[config.mk]
export PLATFORM = sky130hd
export DESIGN_NAME = aopm_top
export DESIGN_NICKNAME = d
export VERILOG_FILES = /design/src/aopm_pkg.sv /design/src/aopm_delay_line.sv /design/src/aopm_sync.sv /design/src/aopm_top.sv
export SDC_FILE = /design/constraint.sdc
export NUM_CORES = 1
export LEC_CHECK = 0
export BUFFER_PORTS_ARGS = -buffer_cell sky130_fd_sc_hd__buf_2
export CAP_MARGIN = 40
export CORE_UTILIZATION = 50
export DETAILED_ROUTE_END_ITERATION = 16
export HOLD_SLACK_MARGIN = 0.02
export PLACE_DENSITY = 0.74
export SLEW_MARGIN = 5
export SYNTH_ARGS = -nofsm -noshare
export SYNTH_HDL_FRONTEND = slang
export SYNTH_SLANG_ARGS = --single-unit
[constraint.sdc]
create_clock -name i_sys_clk -period 4.6 [get_ports i_sys_clk]
set_clock_uncertainty 0.15 [all_clocks]
set_input_delay 0.46 -clock i_sys_clk [delete_from_list [all_inputs] [get_ports i_sys_clk]]
set_output_delay 0.46 -clock i_sys_clk [all_outputs]
set_load 0.05 [all_outputs]
[src/aopm_pkg.sv]
// constants shared by the converter output port block
// assumes a 10 MHz system clock and a 32-bit word register port
package aopm_pkg;
    localparam int DATA_W        = 12;
    localparam int LATENCY       = 5;
    localparam int SYNC_STAGES   = 2;
    localparam int ADDR_W        = 8;
    localparam int REG_W         = 32;

    // register byte offsets
    localparam logic [7:0] CTRL_OFS     = 8'h00;
    localparam logic [7:0] STATE_OFS    = 8'h04;
    localparam logic [7:0] INT_STAT_OFS = 8'h08;
    localparam logic [7:0] INT_MASK_OFS = 8'h0C;

    // control field positions
    localparam int CTRL_PDS_BIT  = 0;
    localparam int CTRL_OEL_BIT  = 1;
    localparam int CTRL_MODE_LSB = 2;
    localparam int CTRL_FMT_LSB  = 4;

    // reset values: outputs released, full-rate cmos, offset binary
    localparam logic       PDS_RST  = 1'b0;
    localparam logic       OEL_RST  = 1'b1;
    localparam logic [1:0] MODE_RST = 2'h0;
    localparam logic [1:0] FMT_RST  = 2'h0;

    // four-level output mode select
    localparam logic [1:0] MODE_FULL = 2'h0;
    localparam logic [1:0] MODE_SIM  = 2'h1;
    localparam logic [1:0] MODE_INTL = 2'h2;
    localparam logic [1:0] MODE_LVDS = 2'h3;

    // four-level format select
    localparam logic [1:0] FMT_OB_OFF = 2'h0;
    localparam logic [1:0] FMT_OB_ON  = 2'h1;
    localparam logic [1:0] FMT_TC_ON  = 2'h2;
    localparam logic [1:0] FMT_TC_OFF = 2'h3;

    // interrupt status bits
    localparam int IRQ_W         = 3;
    localparam int IRQ_SAMPLE    = 0;
    localparam int IRQ_OVERFLOW  = 1;
    localparam int IRQ_POWER     = 2;

    typedef enum logic [2:0] {
        PWR_NORMAL = 3'h1,
        PWR_NAP    = 3'h2,
        PWR_SLEEP  = 3'h4
    } aopm_pwr_t;
endpackage

[src/aopm_delay_line.sv]
// small shift memory that holds conversion results in flight
// assumes one shift per encode cycle; output comes from a register
module aopm_delay_line #(
    parameter int WIDTH = 14,
    parameter int DEPTH = 5
) (
    // clock and reset
    input  wire logic             i_sys_clk,
    input  wire logic             i_reset,
    // shift port
    input  wire logic             i_shift,
    input  wire logic [WIDTH-1:0] i_data,
    output logic      [WIDTH-1:0] o_data
);
    logic [WIDTH-1:0] stage_r [DEPTH];

    always_ff @(posedge i_sys_clk) begin
        if (i_reset) begin
            for (int i = 0; i < DEPTH; i++) begin
                stage_r[i] <= '0;
            end
        end else if (i_shift) begin
            stage_r[0] <= i_data;
            for (int i = 1; i < DEPTH; i++) begin
                stage_r[i] <= stage_r[i-1];
            end
        end
    end

    assign o_data = stage_r[DEPTH-1];
endmodule

[src/aopm_sync.sv]
// two flip-flop synchroniser for a group of slow levels
// assumes inputs that are stable across several system clocks
module aopm_sync #(
    parameter int WIDTH = 1
) (
    // clock and reset
    input  wire logic             i_sys_clk,
    input  wire logic             i_reset,
    // levels
    input  wire logic [WIDTH-1:0] i_async,
    output logic      [WIDTH-1:0] o_sync
);
    logic [WIDTH-1:0] meta_r;

    always_ff @(posedge i_sys_clk) begin
        if (i_reset) begin
            meta_r <= '0;
            o_sync <= '0;
        end else begin
            meta_r <= i_async;
            o_sync <= meta_r;
        end
    end
endmodule

[src/aopm_top.sv]
// output port, power state and mode control of a 12-bit converter
// assumes the encode pins and sample inputs come from outside the
// system clock domain; register port is same-domain logic
//
// Added by the designer: the placing of the registers and the plain strobed port.

// Behaviour
// [RULE1] conversion starts on encode rising edge
// [RULE2] result appears five encode cycles later
// [RULE3] normal run; enable low drives outputs
// [RULE4] power-down selects nap or sleep, outputs off
// [RULE5] output mode: full, simultaneous, interleaved, lvds
// [RULE6] format select sets coding and stabilizer
// [RULE7] two's complement inverts the top bit
// [RULE8] primary bus is 12 bits, msb high
// [RULE9] secondary bus released in full-rate mode
// [RULE10] primary overflow flag follows its sample
// [RULE11] secondary overflow flag, released in full-rate
// [RULE12] receiver latches primary on falling valid clock
// [RULE13] secondary latch edge depends on demux mode
// [RULE14] secondary valid clock driven in full-rate mode
// [RULE15] demux modes alternate samples between buses
// [RULE16] lvds receiver latches on falling positive leg
// [RULE17] lvds overflow pair follows current sample
module aopm_top #(
    parameter int DATA_W  = aopm_pkg::DATA_W,
    parameter int LATENCY = aopm_pkg::LATENCY
) (
    // clock and reset
    input  wire logic              i_sys_clk,
    input  wire logic              i_reset,
    // encode pins and sampled analog value
    input  wire logic              i_encode_true_in,
    input  wire logic              i_encode_comp_in,
    input  wire logic [DATA_W-1:0] i_sample_code,
    input  wire logic              i_sample_over,
    // register port
    input  wire logic [7:0]        i_addr,
    input  wire logic [31:0]       i_wr_data,
    input  wire logic              i_wr,
    input  wire logic              i_rd,
    output logic      [31:0]       o_rd_data,
    output logic                   o_irq,
    // primary cmos bus
    output logic      [DATA_W-1:0] o_primary_data_bus,
    output logic                   o_primary_overflow_flag,
    output logic                   o_primary_data_valid_clock,
    output logic                   o_primary_oe_n,
    // secondary cmos bus
    output logic      [DATA_W-1:0] o_secondary_data_bus,
    output logic                   o_secondary_overflow_flag,
    output logic                   o_secondary_oe_n,
    output logic                   o_secondary_data_valid_clock,
    output logic                   o_secondary_clk_oe_n,
    // lvds outputs
    output logic      [DATA_W-1:0] o_diff_data_pairs_p,
    output logic      [DATA_W-1:0] o_diff_data_pairs_n,
    output logic                   o_diff_overflow_pair_p,
    output logic                   o_diff_overflow_pair_n,
    output logic                   o_diff_data_valid_clock_p,
    output logic                   o_diff_data_valid_clock_n,
    output logic                   o_diff_oe_n,
    // stabilizer state
    output logic                   o_duty_stab_on
);
    localparam int SW = DATA_W + 3;
    localparam int PW = DATA_W + 2;

    // sampled inputs
    logic [SW-1:0]       sync_in;
    logic [SW-1:0]       sync_out;
    logic                enc_high;
    logic                enc_prev_r;
    logic                enc_rise;
    logic                enc_fall;
    logic [DATA_W-1:0]   smp_code;
    logic                smp_over;

    // control
    logic                power_down_select_r;
    logic                output_enable_low_r;
    logic [1:0]          out_mode_r;
    logic [1:0]          fmt_sel_r;
    aopm_pkg::aopm_pwr_t pwr_r;
    aopm_pkg::aopm_pwr_t pwr_nxt;
    logic                pwr_evt;
    logic                running;
    logic                drive_en;
    logic                two_comp;
    logic                wr_ctrl;
    logic                wr_stat;
    logic                wr_mask;

    // conversion pipeline and demux
    logic                conv_start;
    logic [PW-1:0]       pipe_in;
    logic [PW-1:0]       pipe_out;
    logic                half_sel_r;
    logic [PW-1:0]       held_r;

    // interrupts and read path
    logic [aopm_pkg::IRQ_W-1:0] int_stat_r;
    logic [aopm_pkg::IRQ_W-1:0] int_mask_r;
    logic [aopm_pkg::IRQ_W-1:0] int_evt;
    logic [31:0]                rd_word;

    // [RULE7] top bit inverted
    function automatic logic [DATA_W-1:0] fmt_code(
        input logic [DATA_W-1:0] code,
        input logic              tc
    );
        logic [DATA_W-1:0] top;
        top = '0;
        top[DATA_W-1] = tc;
        return code ^ top;
    endfunction

    function automatic logic is_lvds(input logic [1:0] mode);
        return mode == aopm_pkg::MODE_LVDS;
    endfunction

    function automatic logic is_demux(input logic [1:0] mode);
        return (mode == aopm_pkg::MODE_SIM) ||
               (mode == aopm_pkg::MODE_INTL);
    endfunction

    // encode legs and sample word cross together; the sample word is
    // expected to sit still around the encode edge
    assign sync_in = {i_encode_true_in, i_encode_comp_in, i_sample_over,
                      i_sample_code};

    aopm_sync #(.WIDTH(SW)) u_sync (
        .i_sys_clk (i_sys_clk),
        .i_reset   (i_reset),
        .i_async   (sync_in),
        .o_sync    (sync_out)
    );

    assign enc_high = sync_out[SW-1] & ~sync_out[SW-2];
    assign smp_over = sync_out[DATA_W];
    assign smp_code = sync_out[DATA_W-1:0];

    // [RULE1] encode edge detect
    // previous level resets low, the idle level of the encode pin
    always_ff @(posedge i_sys_clk) begin
        if (i_reset) begin
            enc_prev_r <= 1'b0;
        end else begin
            enc_prev_r <= enc_high;
        end
    end

    assign enc_rise   = enc_high & ~enc_prev_r;
    assign enc_fall   = ~enc_high & enc_prev_r;
    assign conv_start = enc_rise & running;

    // register port decode
    assign wr_ctrl = i_wr && (i_addr == aopm_pkg::CTRL_OFS);
    assign wr_stat = i_wr && (i_addr == aopm_pkg::INT_STAT_OFS);
    assign wr_mask = i_wr && (i_addr == aopm_pkg::INT_MASK_OFS);

    always_ff @(posedge i_sys_clk) begin
        if (i_reset) begin
            power_down_select_r <= aopm_pkg::PDS_RST;
            output_enable_low_r <= aopm_pkg::OEL_RST;
            out_mode_r          <= aopm_pkg::MODE_RST;
            fmt_sel_r           <= aopm_pkg::FMT_RST;
        end else if (wr_ctrl) begin
            power_down_select_r <= i_wr_data[aopm_pkg::CTRL_PDS_BIT];
            output_enable_low_r <= i_wr_data[aopm_pkg::CTRL_OEL_BIT];
            out_mode_r          <= i_wr_data[aopm_pkg::CTRL_MODE_LSB +: 2];
            fmt_sel_r           <= i_wr_data[aopm_pkg::CTRL_FMT_LSB +: 2];
        end
    end

    // [RULE3] [RULE4] power state decode
    always_comb begin
        case ({power_down_select_r, output_enable_low_r})
            2'h2: pwr_nxt = aopm_pkg::PWR_NAP;
            2'h3: pwr_nxt = aopm_pkg::PWR_SLEEP;
            default: pwr_nxt = aopm_pkg::PWR_NORMAL;
        endcase
    end

    always_ff @(posedge i_sys_clk) begin
        if (i_reset) begin
            pwr_r <= aopm_pkg::PWR_NORMAL;
        end else begin
            pwr_r <= pwr_nxt;
        end
    end

    assign pwr_evt  = (pwr_nxt != pwr_r);
    assign running  = (pwr_r == aopm_pkg::PWR_NORMAL);
    assign drive_en = running & ~output_enable_low_r;
    // [RULE6] format select coding
    assign two_comp = (fmt_sel_r == aopm_pkg::FMT_TC_ON) ||
                      (fmt_sel_r == aopm_pkg::FMT_TC_OFF);

    // [RULE3] [RULE4] [RULE5] output enables per mode
    // [RULE9] [RULE11] secondary released outside demux
    // [RULE14] secondary clock driven in every cmos mode, released in lvds mode
    always_ff @(posedge i_sys_clk) begin
        if (i_reset) begin
            o_primary_oe_n       <= 1'b1;
            o_secondary_oe_n     <= 1'b1;
            o_secondary_clk_oe_n <= 1'b1;
            o_diff_oe_n          <= 1'b1;
        end else begin
            o_primary_oe_n       <= ~(drive_en & ~is_lvds(out_mode_r));
            o_secondary_oe_n     <= ~(drive_en & is_demux(out_mode_r));
            o_secondary_clk_oe_n <= ~(drive_en & ~is_lvds(out_mode_r));
            o_diff_oe_n          <= ~(drive_en & is_lvds(out_mode_r));
        end
    end

    // [RULE6] stabilizer from format select
    always_ff @(posedge i_sys_clk) begin
        if (i_reset) begin
            o_duty_stab_on <= 1'b0;
        end else begin
            o_duty_stab_on <= (fmt_sel_r == aopm_pkg::FMT_OB_ON) ||
                              (fmt_sel_r == aopm_pkg::FMT_TC_ON);
        end
    end

    // [RULE2] five encode cycles latency
    // top bit marks a real sample so an unfilled pipe shows nothing
    assign pipe_in = {1'b1, smp_over, smp_code};

    aopm_delay_line #(.WIDTH(PW), .DEPTH(LATENCY)) u_pipe (
        .i_sys_clk (i_sys_clk),
        .i_reset   (i_reset),
        .i_shift   (conv_start),
        .i_data    (pipe_in),
        .o_data    (pipe_out)
    );

    // [RULE15] half-rate selector and held sample
    always_ff @(posedge i_sys_clk) begin
        if (i_reset) begin
            half_sel_r <= 1'b0;
            held_r     <= '0;
        end else if (conv_start) begin
            half_sel_r <= ~half_sel_r;
            if (!half_sel_r) held_r <= pipe_out;
        end
    end

    // [RULE8] [RULE10] primary bus update
    always_ff @(posedge i_sys_clk) begin
        if (i_reset) begin
            o_primary_data_bus      <= '0;
            o_primary_overflow_flag <= 1'b0;
        end else if (conv_start && pipe_out[PW-1] &&
                     (!is_demux(out_mode_r) || half_sel_r)) begin
            o_primary_data_bus      <= fmt_code(pipe_out[DATA_W-1:0],
                                                two_comp);
            o_primary_overflow_flag <= pipe_out[DATA_W];
        end
    end

    // [RULE9] [RULE11] [RULE15] secondary takes other samples
    always_ff @(posedge i_sys_clk) begin
        if (i_reset) begin
            o_secondary_data_bus      <= '0;
            o_secondary_overflow_flag <= 1'b0;
        end else if (conv_start) begin
            if (out_mode_r == aopm_pkg::MODE_INTL && !half_sel_r &&
                pipe_out[PW-1]) begin
                o_secondary_data_bus      <= fmt_code(
                    pipe_out[DATA_W-1:0], two_comp);
                o_secondary_overflow_flag <= pipe_out[DATA_W];
            end else if (out_mode_r == aopm_pkg::MODE_SIM &&
                         half_sel_r && held_r[PW-1]) begin
                o_secondary_data_bus      <= fmt_code(
                    held_r[DATA_W-1:0], two_comp);
                o_secondary_overflow_flag <= held_r[DATA_W];
            end
        end
    end

    // valid clocks rise with new data so a falling-edge latch lands
    // mid-word, except the secondary in simultaneous mode, which falls with new data; in demux modes they run at half rate
    // [RULE14] secondary clock keeps running
    always_ff @(posedge i_sys_clk) begin
        if (i_reset) begin
            o_primary_data_valid_clock   <= 1'b0;
            o_secondary_data_valid_clock <= 1'b0;
        end else if (is_demux(out_mode_r)) begin
            if (conv_start) begin
                o_primary_data_valid_clock   <= half_sel_r;
                o_secondary_data_valid_clock <= ~half_sel_r;
            end
        end else if (conv_start) begin
            o_primary_data_valid_clock   <= 1'b1;
            o_secondary_data_valid_clock <= 1'b1;
        end else if (enc_fall) begin
            o_primary_data_valid_clock   <= 1'b0;
            o_secondary_data_valid_clock <= 1'b0;
        end
    end

    // [RULE17] lvds legs, always complementary
    always_ff @(posedge i_sys_clk) begin
        if (i_reset) begin
            o_diff_data_pairs_p    <= '0;
            o_diff_data_pairs_n    <= '1;
            o_diff_overflow_pair_p <= 1'b0;
            o_diff_overflow_pair_n <= 1'b1;
        end else if (conv_start && pipe_out[PW-1]) begin
            o_diff_data_pairs_p    <= fmt_code(pipe_out[DATA_W-1:0],
                                               two_comp);
            o_diff_data_pairs_n    <= ~fmt_code(pipe_out[DATA_W-1:0],
                                                two_comp);
            o_diff_overflow_pair_p <= pipe_out[DATA_W];
            o_diff_overflow_pair_n <= ~pipe_out[DATA_W];
        end
    end

    always_ff @(posedge i_sys_clk) begin
        if (i_reset) begin
            o_diff_data_valid_clock_p <= 1'b0;
            o_diff_data_valid_clock_n <= 1'b1;
        end else if (conv_start) begin
            o_diff_data_valid_clock_p <= 1'b1;
            o_diff_data_valid_clock_n <= 1'b0;
        end else if (enc_fall) begin
            o_diff_data_valid_clock_p <= 1'b0;
            o_diff_data_valid_clock_n <= 1'b1;
        end
    end

    // [RULE10] sticky events, set wins
    assign int_evt[aopm_pkg::IRQ_SAMPLE]   = conv_start & pipe_out[PW-1];
    assign int_evt[aopm_pkg::IRQ_OVERFLOW] = conv_start & pipe_out[PW-1] &
                                             pipe_out[DATA_W];
    assign int_evt[aopm_pkg::IRQ_POWER]    = pwr_evt;

    always_ff @(posedge i_sys_clk) begin
        if (i_reset) begin
            int_stat_r <= '0;
        end else if (wr_stat) begin
            int_stat_r <= (int_stat_r &
                           ~i_wr_data[aopm_pkg::IRQ_W-1:0]) | int_evt;
        end else begin
            int_stat_r <= int_stat_r | int_evt;
        end
    end

    always_ff @(posedge i_sys_clk) begin
        if (i_reset) begin
            int_mask_r <= '0;
        end else if (wr_mask) begin
            int_mask_r <= i_wr_data[aopm_pkg::IRQ_W-1:0];
        end
    end

    always_ff @(posedge i_sys_clk) begin
        if (i_reset) begin
            o_irq <= 1'b0;
        end else begin
            o_irq <= |(int_stat_r & int_mask_r);
        end
    end

    // read mux; data stand only in the cycle after the strobe
    always_comb begin
        rd_word = '0;
        case (i_addr)
            aopm_pkg::CTRL_OFS: begin
                rd_word[aopm_pkg::CTRL_PDS_BIT]       = power_down_select_r;
                rd_word[aopm_pkg::CTRL_OEL_BIT]       = output_enable_low_r;
                rd_word[aopm_pkg::CTRL_MODE_LSB +: 2] = out_mode_r;
                rd_word[aopm_pkg::CTRL_FMT_LSB +: 2]  = fmt_sel_r;
            end
            aopm_pkg::STATE_OFS: rd_word[2:0] = pwr_r;
            aopm_pkg::INT_STAT_OFS: rd_word[aopm_pkg::IRQ_W-1:0] = int_stat_r;
            aopm_pkg::INT_MASK_OFS: rd_word[aopm_pkg::IRQ_W-1:0] = int_mask_r;
            default: rd_word = '0;
        endcase
    end

    always_ff @(posedge i_sys_clk) begin
        if (i_reset) begin
            o_rd_data <= '0;
        end else begin
            o_rd_data <= i_rd ? rd_word : '0;
        end
    end
endmodule

# --- After elaboration in Yosys (flattened, before gate mapping) ---
# Memories as Yosys holds them, arrays and structs flattened.
# Index checks and enable logic that the tools add are counted.
classes:
  n_bitwise: 35
  n_mux: 25
  n_eq_ne: 14
  n_reduce_logical: 24
op_table:
  columns: ["operator", "count"]
  rows:
  - ["$mux W14", 5]
  - ["$mux W12", 2]
  - ["$xor A12 B12 Y12", 2]
  - ["$eq A8 B4 Y1 const B", 2]
  - ["$mux W1", 15]
  - ["$eq A2 B2 Y1 const B", 6]
  - ["$not A1 Y1", 12]
  - ["$not A12 Y12", 1]
  - ["$pmux W3 S4", 1]
  - ["$and A1 B1 Y1", 10]
  - ["$logic_and A1 B1 Y1", 9]
  - ["$eq A8 B3 Y1 const B", 1]
  - ["$logic_not A8 Y1", 1]
  - ["$and A3 B3 Y3", 2]
  - ["$or A3 B3 Y3", 2]
  - ["$pmux W3 S2", 1]
  - ["$reduce_and A2 Y1", 3]
  - ["$reduce_or A3 Y1", 2]
  - ["$or A1 B1 Y1", 5]
  - ["$eq A2 B1 Y1 const B", 2]
  - ["$logic_or A1 B1 Y1", 4]
  - ["$reduce_bool A2 Y1", 2]
  - ["$eq A3 B1 Y1 const B", 1]
  - ["$mux W3", 1]
  - ["other kinds (5)", 6]
word_totals:
  in_bits: 59
  reg_bits: 154
  memories: 1
  ram_bits: 70
memory_table:
  columns: ["memory", "depth", "word_bits", "rd", "rd_ports_with_merged_regs", "write_ports", "line_no", "source"]
  rows:
  - ["u_pipe.stage_r", 5, 14, 5, 0, 5, "aopm_delay_line.sv:15", "logic [WIDTH-1:0] stage_r [DEPTH];"]

# --- Longest topological paths before layout ---
depth:
  ltp_word: 8
  mapped_depth: 7

# --- By module ---
# From an unflattened synthesis, not the netlist that was laid out.
unflattened:
  cells_unflattened: 643
  hier_area_um2: 7797.5
modules_own_cells:
  columns: ["module", "instances", "area_each_um2", "cells_per_inst"]
  rows:
  - ["aopm_top", 1, 4036.4, 425]
  - ["aopm_delay_line", 1, 2879.0, 155]
  - ["aopm_sync", 1, 882.1, 63]

# --- Worst setup path after synthesis ---
# No wires, ideal clock.
synth_timing:
  kind: "input -> register"
  start: "in i_reset"
  end: "mem u_pipe.stage_r[0][0], enable pin"
  path_buffers: 2
  required_time_ns: 4.010
  setup_time_ns: 0.440
  t_arrival_ns: 2.730
  path_slack_ns: 1.281
  cell_stages: 3
  path_cell_list: "clkbuf_1 clkbuf_1 nand2b_1"
synth_lines:
  columns: ["item", "line_no", "source"]
  rows:
  - ["start: declaration", "aopm_top.sv:31", "input wire logic i_reset,"]
  - ["end: declaration", "aopm_delay_line.sv:15", null]

==> run summary <==
Post-DP HPWL -> 8528 um
# nets final -> 786
Largest net degree at the start of global routing -> 73
Class of the worst hold path -> in2reg
First-pass GRT wire length -> 20680 um
Setup_tns -> 0 ns
Finished Layout Cells -> 919
Root buffer selected by CTS -> clkbuf_16
Worst setup EP type -> flip-flop
Power Dens Cells -> 406.7 nW/um2
Gr usage total -> 0.1795
Yosys cell types -> 44
Status -> finished clean
Area share of fa/ha/maj cells after synthesis -> 0.008442
Mux cell area share after synthesis -> 0.05909
Initial DRT Pass Iterations -> 4
Core area -> 14480 um2
Die height -> 123.7 um
Critical path launch point type -> flip-flop
Post-synthesis xor/xnor area fraction -> 0.003546
Fill cell count -> 1157
Hold endpoint -> u_sync.meta_r[8]$_SDFF_PP0_
Final instance area -> 8572 um2
R2R cell count -> 5
Max Clock Freq -> 372.0 MHz
Largest family of logic cells by synthesized area -> simple AND/OR/NAND/NOR gates
Final GP Congestion -> 0.8529
Post-synthesis cell area -> 7411 um2
Pwr Total -> 3.487 mW
Num rows -> 44
Final WS setup -> 1.912 ns
Post-layout util -> 0.5920
Post-layout min period -> 2.688 ns
CTS max path bufs -> 2
Initial Util -> 0.5118
# setup viols final -> 0
Most frequent cells in the layout -> dfxtp_1, buf_2, edfxtp_1, and2_1, nor2_1
Placed Instance Area -> 7973 um2
Kind of critical path -> reg2reg
Initial antenna violation count -> 0
Slew Limit Fails -> 0
RR Startpoint -> enc_prev_r$_SDFF_PP0_
Post-CTS setup buffers -> 0
Synth Area in Simple Gates -> 0.1734
VDD IR-drop max -> 0.2687 mV
Htree depth -> 4
Die ar. -> 15310 um2
Via density -> 5.041
Yosys reg bits -> 198
Cell Chain, Critical Path -> nor3b_1 -> nand2_1 -> nor2_4 -> buf_12 -> and2_1
Placed insts -> 886
CTS buffer count -> 17
Port Buffers -> 100
Leakage Power -> 3.562 nW
Number of max-cap violations -> 0
Worst-Skew Late Latency -> 0.43 ns
Multi-input gate area -> 2480 um2
R2R Path End -> u_pipe.stage_r[4][0]$_SDFFCE_PN0P_
Min-delay src -> i_sample_code[8]
Clk sinks -> 198
Delay-heaviest family, CP -> simple AND/OR/NAND/NOR gates
Seq/Total Area, Yosys -> 0.6294
Worst slack, placed -> 1.627 ns
Hold Worst Slack -> 0.08395 ns
Die W -> 123.7 um
Post-synth EDFFs -> 70
Final period util -> 0.5843
Yosys warns -> 0
Initial drt markers -> 365
Clk pin slew, worst setup/hold paths -> 0.07 ns
Synth Instances -> 636
Vias -> 4633
Sequential cell area -> 4664 um2
Vias in the first global route -> 4306
CP max stage cell -> nand2_1
Layout cells sized above 1 -> 0.2163
DRT Wirelength -> 13070 um
CP required -> 4.75 ns
Slew margin rel. -> 0.4514
Critical Path Max Stage Delay -> 0.61 ns
Post-route ant nets -> 0
Worst hold path depth -> 2
Final Hold Fails -> 0
Total grt overflow -> 0
Post-CTS Resized -> 0
Buf/Inv on CP -> 1
Hold buffer count at CTS -> 0
Compound-gate portion of the synthesized area -> 0.07412
DRC -> 0
Diode count -> 0
Top_reg_cell synth -> dfxtp_1
CTS tree -> yes
Most common cell after layout, fill and taps aside -> dfxtp_1
RSZ-0062 raised after global routing -> false
P&R area growth vs syn -> 15.67%
Crit Path Max Fanout -> 58
I/O pins -> 153
Routed WL per cell -> 14.22 um
Minimum setup slack among reg-to-reg paths -> 1.91 ns
Critical Path AT -> 2.84 ns
Slew @ Worst Pin -> 0.8208 ns
Mean Syn Cell Area -> 11.65 um2
Async S/R FF share, synth -> 0
-- metal layers --
metal	vias up	share of wire	GRT usage
met2	155	0.49	0.2993
met4	0	0.024	0.09036
li1	2281	-	-
met3	27	0.052	0.04441
met5	-	0	0
met1	2170	0.43	0.2156
-- logic make-up (layout without fill, tap and decap cells) --
family | Yosys count | count (layout)
other | 1 | 26
and+or+nand+nor | 240 | 240
DFF | 198 | 198
buffers and inverters | 71 | 145
AOI/OAI and AO/OA | 78 | 78
adders and majority gates | 5 | 5
muxes | 40 | 40
xor gates and xnor gates | 3 | 3
-- report_power, final --
| part | switching [mW] | leakage (nW) | internal [mW] |
|---|---|---|---|
| combinational | 0.136 | 1.51 | 0.0461 |
| sequential | 0.0281 | 1.77 | 1.87 |
| clock | 0.659 | 0.280 | 0.753 |
| total | 0.822 | 3.56 | 2.66 |
-- worst max path at each step --
stage                                startpoint                                  to  slack, ns  depth (start not counted)
final                     enc_prev_r$_SDFF_PP0_  u_pipe.stage_r[4][0]$_SDFFCE_PN0P_       1.91                          5
after global routing      enc_prev_r$_SDFF_PP0_  u_pipe.stage_r[4][0]$_SDFFCE_PN0P_       1.63                          5
after CTS                 enc_prev_r$_SDFF_PP0_  u_pipe.stage_r[0][4]$_SDFFCE_PN0P_       1.61                          3
after detailed placement  enc_prev_r$_SDFF_PP0_  u_pipe.stage_r[0][4]$_SDFFCE_PN0P_       1.63                          3
after global placement    enc_prev_r$_SDFF_PP0_  u_pipe.stage_r[4][8]$_SDFFCE_PN0P_       1.60                          4
after floorplan                         i_reset  u_pipe.stage_r[0][0]$_SDFFCE_PN0P_       1.28                          3
-- final cells by class --
cell class              count  share of cell area
flip-flops and latches    198              0.5442
multi-input cells         392              0.2893
repair buffers            108             0.07079
clock buffers              19             0.05415
well taps                 184             0.02686
clock inverters            13             0.01255
inverters                   5            0.002189
-- cells in the mapped netlist (2+ instances only) --
| master | count | area (um2) |
|---|---|---|
| buf_4 | 28 | 210.2 |
| mux4_2 | 3 | 67.56 |
| nand2_1 | 44 | 165.2 |
| buf_1 | 2 | 7.510 |
| xnor2_1 | 2 | 17.52 |
| nand4b_1 | 4 | 35.03 |
| nand2b_1 | 6 | 37.54 |
| nand3b_1 | 2 | 15.01 |
| a211o_1 | 12 | 105.1 |
| buf_2 | 8 | 40.04 |
| nand3_1 | 6 | 30.03 |
| a211oi_2 | 7 | 87.58 |
| a211oi_1 | 7 | 52.55 |
| ha_1 | 5 | 62.56 |
| and3_1 | 2 | 12.51 |
| a21oi_1 | 30 | 150.1 |
| nor3b_1 | 2 | 15.01 |
| edfxtp_1 | 70 | 2102 |
| mux2i_1 | 37 | 370.4 |
| nor2_1 | 63 | 236.5 |
| nor2b_1 | 33 | 206.5 |
| clkbuf_1 | 28 | 105.1 |
| o21ai_0 | 15 | 75.07 |
| inv_1 | 5 | 18.77 |
| dfxtp_1 | 128 | 2562 |
| and2_1 | 69 | 431.7 |
-- sequential cells by signal, indices dropped and copies added (netlist names), 2 cells and up --
register              cells
u_sync.meta_r            15
int_stat_r                3
int_mask_r                3
o_rd_data                 6
o_secondary_data_bus     12
o_diff_data_pairs_n      12
u_pipe.stage_r           70
fmt_sel_r                 2
held_r                   14
u_sync.o_sync            15
o_primary_data_bus       12
o_diff_data_pairs_p      12
pwr_r                     3
out_mode_r                2
No activity file was read; power rests on OpenSTA's default activity.
